**src/rtl/pps_pkg.sv**
```systemverilog
package pps_pkg;
  // register addresses
  localparam logic [7:0] ADDR_STATUS2 = 8'h0f;
  localparam logic [7:0] ADDR_CFG1    = 8'h11;

  // status register field positions
  localparam int unsigned ST_RATION_BIT = 7;
  localparam int unsigned ST_CC_BIT     = 4;
  localparam int unsigned ST_PEN_BIT    = 3;

  // configuration register field positions
  localparam int unsigned CFG_MASK_BIT  = 7;
  localparam int unsigned CFG_DSCHG_BIT = 5;
  localparam int unsigned CFG_OVR_BIT   = 4;
  localparam int unsigned CFG_TIME_LSB  = 2;

  // reset values and fixed read values
  localparam logic [1:0] CFG_TIME_RESET = 2'h1;
  localparam logic [7:0] CFG_FIXED_ONES = 8'h02;
  localparam logic [7:0] UNMAPPED_READ  = 8'h00;

  // discharge timing: duration is (sel + 1) steps of 100 ms
  localparam int unsigned CLK_HZ        = 40000000;
  localparam int unsigned DSCHG_STEP_MS = 100;
  localparam int unsigned DSCHG_STEP_CYC = DSCHG_STEP_MS * (CLK_HZ / 1000);
endpackage

```
**src/rtl/pps_dschg_timer.sv**
```systemverilog
`timescale 1ns/1ps
`default_nettype none
module pps_dschg_timer #(
  parameter int unsigned STEP_CYCLES = pps_pkg::DSCHG_STEP_CYC
) (
  input  wire logic       mclk,
  input  wire logic       rstn,
  input  wire logic       start,
  input  wire logic [1:0] sel,
  output logic            busy
);

  typedef struct packed {
    logic        busy;
    logic [1:0]  steps;
    logic [23:0] cnt;
  } pps_tmr_t;

  pps_tmr_t st;
  pps_tmr_t next_st;

  // counts (sel + 1) steps, each of STEP_CYCLES clocks
  always_comb
  begin
    next_st = st;
    if (start && !st.busy)
    begin
      next_st.busy  = 1'b1;
      next_st.steps = sel;
      next_st.cnt   = 24'(STEP_CYCLES - 1);
    end
    else if (st.busy)
    begin
      if (st.cnt != 24'h000000)
        next_st.cnt = st.cnt - 24'h000001;
      else if (st.steps != 2'h0)
      begin
        next_st.steps = st.steps - 2'h1;
        next_st.cnt   = 24'(STEP_CYCLES - 1);
      end
      else
        next_st.busy = 1'b0;
    end
  end

  always_ff @(posedge mclk or negedge rstn)
  begin
    if (!rstn)
      st <= '0;
    else
      st <= next_st;
  end

  assign busy = st.busy;
endmodule
`default_nettype wire

```
**src/rtl/pps_regs.sv**
```systemverilog
`timescale 1ns/1ps
`default_nettype none
// Functional notes
// set ration-done bit 7 on delivered charge
// status read clears ration-done flag
// ration reset or disable clears flag
// bit 4 shows constant-current mode
// bit 3 equals pin OR override
// status at 0x0f, other bits zero
// configuration held across sleep
// config at 0x11, time resets 01
// mask set: alert only overcurrent, thermal
// mask clear: alert on any event
// time field selects 100 to 400 ms; a discharge started by a write uses the field held before it
// forced discharge opens switch, host clears
// port 1 enable is pin OR override
// set wins over clearing read
// unimplemented bits fixed, writes ignored
module pps_regs #(
  parameter int unsigned DSCHG_STEP_CYCLES = pps_pkg::DSCHG_STEP_CYC
) (
  input  wire logic       mclk,
  input  wire logic       rstn,
  input  wire logic [7:0] reg_addr,
  input  wire logic [7:0] reg_wdata,
  input  wire logic       reg_wr,
  input  wire logic       reg_rd,
  output logic      [7:0] reg_rdata,
  input  wire logic       port2_ration_hit,
  input  wire logic       port2_ration_reset,
  input  wire logic       port2_ration_enable,
  input  wire logic       port2_const_current_active,
  input  wire logic       port2_power_enable_pin,
  input  wire logic       port2_power_enable_override,
  input  wire logic       port1_power_enable_pin,
  input  wire logic       port1_overcurrent_event,
  input  wire logic       thermal_shutdown_event,
  input  wire logic       port1_other_event,
  input  wire logic       active_state,
  input  wire logic       bus_discharge_allow,
  output logic            port1_alert,
  output logic            port1_switch_en,
  output logic            port1_discharging,
  output logic      [1:0] discharge_duration_sel
);

  typedef struct packed {
    logic       pen2_meta;
    logic       pen2_sync;
    logic       pen1_meta;
    logic       pen1_sync;
    logic       cc_meta;
    logic       cc_sync;
    logic       port2_ration_done;
    logic       port2_const_current;
    logic       port2_effective_power_enable;
    logic       port1_alert_filter;
    logic       port1_force_discharge;
    logic       port1_power_enable_override;
    logic [1:0] time_sel;
    logic [7:0] rdata;
    logic       alert;
    logic       switch_en;
    logic       dschg;
  } pps_state_t;

  pps_state_t st;
  pps_state_t next_st;
  logic       tmr_busy;
  logic       tmr_start;

  // assembles the status byte; unused bits read zero
  function automatic logic [7:0] pps_status_byte(input pps_state_t s);
    logic [7:0] v;
    v = 8'h00;
    v[pps_pkg::ST_RATION_BIT] = s.port2_ration_done;
    v[pps_pkg::ST_CC_BIT]     = s.port2_const_current;
    v[pps_pkg::ST_PEN_BIT]    = s.port2_effective_power_enable;
    return v;
  endfunction

  // assembles the configuration byte with its fixed bits
  function automatic logic [7:0] pps_cfg_byte(input pps_state_t s);
    logic [7:0] v;
    v = pps_pkg::CFG_FIXED_ONES;
    v[pps_pkg::CFG_MASK_BIT]  = s.port1_alert_filter;
    v[pps_pkg::CFG_DSCHG_BIT] = s.port1_force_discharge;
    v[pps_pkg::CFG_OVR_BIT]   = s.port1_power_enable_override;
    v[pps_pkg::CFG_TIME_LSB +: 2] = s.time_sel;
    return v;
  endfunction

  wire rd_status = reg_rd && (reg_addr == pps_pkg::ADDR_STATUS2);
  wire wr_cfg    = reg_wr && (reg_addr == pps_pkg::ADDR_CFG1);

  // a write of 1 to the force bit starts the discharge timer when active_state and bus_discharge_allow are both set
  assign tmr_start = wr_cfg && reg_wdata[pps_pkg::CFG_DSCHG_BIT]
                     && active_state && bus_discharge_allow;

  pps_dschg_timer #(
    .STEP_CYCLES (DSCHG_STEP_CYCLES)
  ) u_timer (
    .mclk  (mclk),
    .rstn  (rstn),
    .start (tmr_start),
    .sel   (st.time_sel),
    .busy  (tmr_busy)
  );

  // next state of the whole block
  always_comb
  begin
    next_st = st;
    // pin synchronisers
    next_st.pen2_meta = port2_power_enable_pin;
    next_st.pen2_sync = st.pen2_meta;
    next_st.pen1_meta = port1_power_enable_pin;
    next_st.pen1_sync = st.pen1_meta;
    next_st.cc_meta   = port2_const_current_active;
    next_st.cc_sync   = st.cc_meta;

    // status bits
    next_st.port2_const_current = st.cc_sync;
    next_st.port2_effective_power_enable =
      st.pen2_sync | port2_power_enable_override;

    // ration-done: set wins over every clear
    if (port2_ration_hit)
      next_st.port2_ration_done = 1'b1;
    else if (rd_status)
      next_st.port2_ration_done = 1'b0;
    else if (port2_ration_reset || !port2_ration_enable)
      next_st.port2_ration_done = 1'b0;

    // configuration writes; nothing else touches these bits
    if (wr_cfg)
    begin
      next_st.port1_alert_filter          = reg_wdata[pps_pkg::CFG_MASK_BIT];
      next_st.port1_force_discharge       = reg_wdata[pps_pkg::CFG_DSCHG_BIT];
      next_st.port1_power_enable_override = reg_wdata[pps_pkg::CFG_OVR_BIT];
      next_st.time_sel = reg_wdata[pps_pkg::CFG_TIME_LSB +: 2];
    end

    // read data, registered
    if (reg_rd)
    begin
      case (reg_addr)
        pps_pkg::ADDR_STATUS2: next_st.rdata = pps_status_byte(st);
        pps_pkg::ADDR_CFG1:    next_st.rdata = pps_cfg_byte(st);
        default:               next_st.rdata = pps_pkg::UNMAPPED_READ;
      endcase
    end

    // alert: filter keeps only overcurrent and thermal
    if (st.port1_alert_filter)
      next_st.alert = port1_overcurrent_event | thermal_shutdown_event;
    else
      next_st.alert = port1_overcurrent_event | thermal_shutdown_event
                      | port1_other_event;

    // switch: pin OR override, held open while forced discharge is set
    next_st.switch_en = (st.pen1_sync | st.port1_power_enable_override)
                        & ~st.port1_force_discharge;
    next_st.dschg     = tmr_busy;
  end

  // state register; configuration has no sleep-related clear
  always_ff @(posedge mclk or negedge rstn)
  begin
    if (!rstn)
    begin
      st          <= '0;
      st.time_sel <= pps_pkg::CFG_TIME_RESET;
    end
    else
      st <= next_st;
  end

  assign reg_rdata              = st.rdata;
  assign port1_alert            = st.alert;
  assign port1_switch_en        = st.switch_en;
  assign port1_discharging      = st.dschg;
  assign discharge_duration_sel = st.time_sel;
endmodule
`default_nettype wire

```
**config.mk**
```make
export PLATFORM = sky130hd
export DESIGN_NAME = pps_regs
export DESIGN_NICKNAME = d
export VERILOG_FILES = /design/src/rtl/pps_pkg.sv /design/src/rtl/pps_dschg_timer.sv /design/src/rtl/pps_regs.sv
export SDC_FILE = /design/constraint.sdc
export NUM_CORES = 1
export LEC_CHECK = 0
export BUFFER_PORTS_ARGS = -buffer_cell sky130_fd_sc_hd__buf_2
export CORE_MARGIN = 5
export CORE_UTILIZATION = 59
export DETAILED_ROUTE_END_ITERATION = 10
export PLACE_DENSITY = 0.84
export SETUP_SLACK_MARGIN = 0.05
export SYNTH_ARGS = -nofsm -noshare
export SYNTH_HDL_FRONTEND = slang
export SYNTH_SLANG_ARGS = --single-unit
```
**constraint.sdc**
```tcl
create_clock -name mclk -period 5.53 [get_ports mclk]
set_clock_uncertainty 0.15 [all_clocks]
set_input_delay 0.2765 -clock mclk [delete_from_list [all_inputs] [get_ports mclk]]
set_output_delay 0.2765 -clock mclk [all_outputs]
set_load 0.005 [all_outputs]
```
==> qor.txt <==
Total Power: 0.0007077 W
Largest net degree at the start of global routing: 51
WS Path Type: flip-flop to flip-flop
CTS root buf: clkbuf_8
Worst EP arrival: 2980 ps
Ys flop type: dfrtp_1
Post-synth EDFFs: 0
CP endpoint kind: flip-flop
Slew @ Worst Pin: 1077 ps
R2R cell count: 8
Grt ovf: 0
Post-synth cell types: 52
Final period util: 53.18%
Fill count: 304
Footprint of the multi-input gates: 0.001018 sq mm
Mapped Area: 0.002482 sq mm
Share of layout cells above drive strength 1: 22.02%
Vias: 1,920
R2R Setup Slk: 2590 ps
Routed WL: 5.217 mm
Crit Reg-Reg Endpoint: u_timer.st[13]
Vias in the first global route: 1,904
Reg area: 0.001252 sq mm
Layout area overhead: 10.94%
CTS clk-pin slew, worst paths: 90 ps
Core box area: 0.004029 sq mm
Chip height: 74.87 um
Routed wire per std cell: 15.95 um
Post-Syn Instances: 243
GPL Wtd Cong: 0.8074
# Max-Cap Violations: 0
Synth warn: 0
Worst-path maximum fanout: 18
PostCTS Resize Cnt: 0
Final Hold Fails: 0
Most frequent cells in the layout: dfrtp_1 (49), buf_2 (39), inv_1 (17)
Fin nets: 310
Max IR drop VDD: 0.2274 mV
CP required: 5570 ps
Iter 0 DRT Violations: 144
CTS sink cnt: 50
RSZ-0062 raised after global routing: no
FF+latch count, synth: 50
Routed vias/inst: 5.872
Fin crit period: 2941 ps
Initial antenna violation count: 0
Core Rows: 23
Pwr/cell area: 257.0 mW/mm^2
Clock buffer depth: 2
R2R Path Start: u_timer.st[0]
Hold crit path type: input port to asynchronous set/reset pin
Ys async rst share: 100.0%
IO buf count: 39
Relative slew slack: 28.19%
Avg Inst Size Synth: 10.22 sq um
CTS tree: built
Worst setup SP type: flip-flop
Total track usage: 21.14%
Setup tns final: 0 ps
Starting Density: 61.61%
Fmax: 340.0 MHz
Pins Over Slew Limit: 0
Status: completed
Die Width: 74.87 um
Diodes inserted: 0
Seq/Total Area, Yosys: 50.45%
Commonest non-fill, non-tap cell in the layout: dfrtp_1
DRC viols: 0
Die Area: 0.005605 sq mm
I/O pin cnt: 45
H-Tree Level Count: 2
Final ANT Viol Nets: 0
Clk_lat worst skew: 310 ps
DR pass1 iterations: 4
HPWL Detailed: 3.485 mm
Setup violators final: 0
P_leak: 1.243 nW
First-pass GRT wire length: 8.887 mm
Clock buffer count from CTS: 5
## state kept, by name, indices dropped and copies added, names as in the netlist
| register | cells |
|---|---|
| discharge_duration_sel | 2 |
| port1_discharging | 1 |
| u_timer.st | 26 |
| port1_switch_en | 1 |
| st | 8 |
| u_timer.busy | 1 |
| reg_rdata | 6 |
| next_st | 4 |
| port1_alert | 1 |
## stage by stage
stage	cells	hold WS, ps	worst slack, ps	area, sq um	util [%]
after floorplan	244	-169.1	2925	2486	-
after global placement	313	181.2	2664	2604	64.63
after detailed placement	313	184.7	2670	2604	64.63
after CTS	326	0.7378	2641	2744	68.11
after global routing	327	9.138	2416	2754	68.35
final	327	14.22	2589	2754	68.35
## synthesized netlist by cell type, types with 5 or more instances
master / count / area share [%]
mux2_2: 5 / 2.3
inv_1: 17 / 2.6
o21ai_0: 15 / 3.0
a22oi_1: 6 / 1.8
nor4_1: 8 / 2.0
nand3_1: 9 / 1.8
nor3_1: 6 / 1.2
clkbuf_1: 5 / 0.76
or3_1: 9 / 2.3
nor2_1: 15 / 2.3
o31ai_1: 10 / 3.0
a21oi_1: 9 / 1.8
buf_4: 12 / 3.6
nand2_1: 10 / 1.5
dfrtp_1: 49 / 49
## final cells by class
cell class	instances	share of cell area, %
Multi-Input combinational cell	155	36.98
Timing Repair Buffer	46	9.541
Sequential cell	50	45.48
Clock inverter	3	0.7724
Inverter	18	2.453
Tap cell	50	2.272
Clock buffer	5	2.499
## worst max path at each step
stage             startpoint              to
6_report       u_timer.st[0]  u_timer.st[13]
5_1_grt        u_timer.st[0]  u_timer.st[14]
4_1_cts        u_timer.st[0]  u_timer.st[13]
3_5_place_dp   u_timer.st[0]   u_timer.st[6]
3_3_place_gp   u_timer.st[0]   u_timer.st[6]
2_1_floorplan  u_timer.st[0]  u_timer.st[13]
## worst max-delay path, stage by stage (launching register included)
cell	delay [ps]
dfrtp_1	390
inv_1	100
ha_1	190
or3b_4	410
or4_4	550
o31ai_2	400
buf_4	300
nor3_1	80
a211o_1	260
## kinds of logic after synthesis
| family | share of synthesized area [%] |
|---|---|
| multiplexers | 2.671 |
| AO/OA/AOI/OAI | 18.80 |
| flip-flops | 50.45 |
| buffers and inverters | 8.669 |
| XOR/XNOR | 1.059 |
| AND/OR/NAND/NOR | 17.19 |
| other | 0.1511 |
| adder cells (fa/ha/maj) | 1.008 |
## report_power, final
part           total (W)  internal, W  leakage, nW  switching (W)
Sequential      0.000422     0.000394        0.588      0.0000279
Combinational  0.0000774    0.0000381        0.610      0.0000393
Clock           0.000209    0.0000889       0.0441       0.000120
Total           0.000708     0.000521         1.24       0.000187
## layer usage
layer | up-vias | global-route usage [%] | routed length, um
met5 | - | 0 | 0
met4 | 0 | 6.719 | 78
met3 | 9 | 5.073 | 273
met2 | 49 | 35.11 | 2629
met1 | 915 | 27.40 | 2236
li1 | 947 | - | -
## what timing repair did
item                       4_1_cts  5_1_grt
hold buffers                     5        1
hold endpoints to repair         4        1
setup endpoints to repair        0        0
buffers inserted                 0        0
Note: power is estimated with default switching activity, not from simulation.
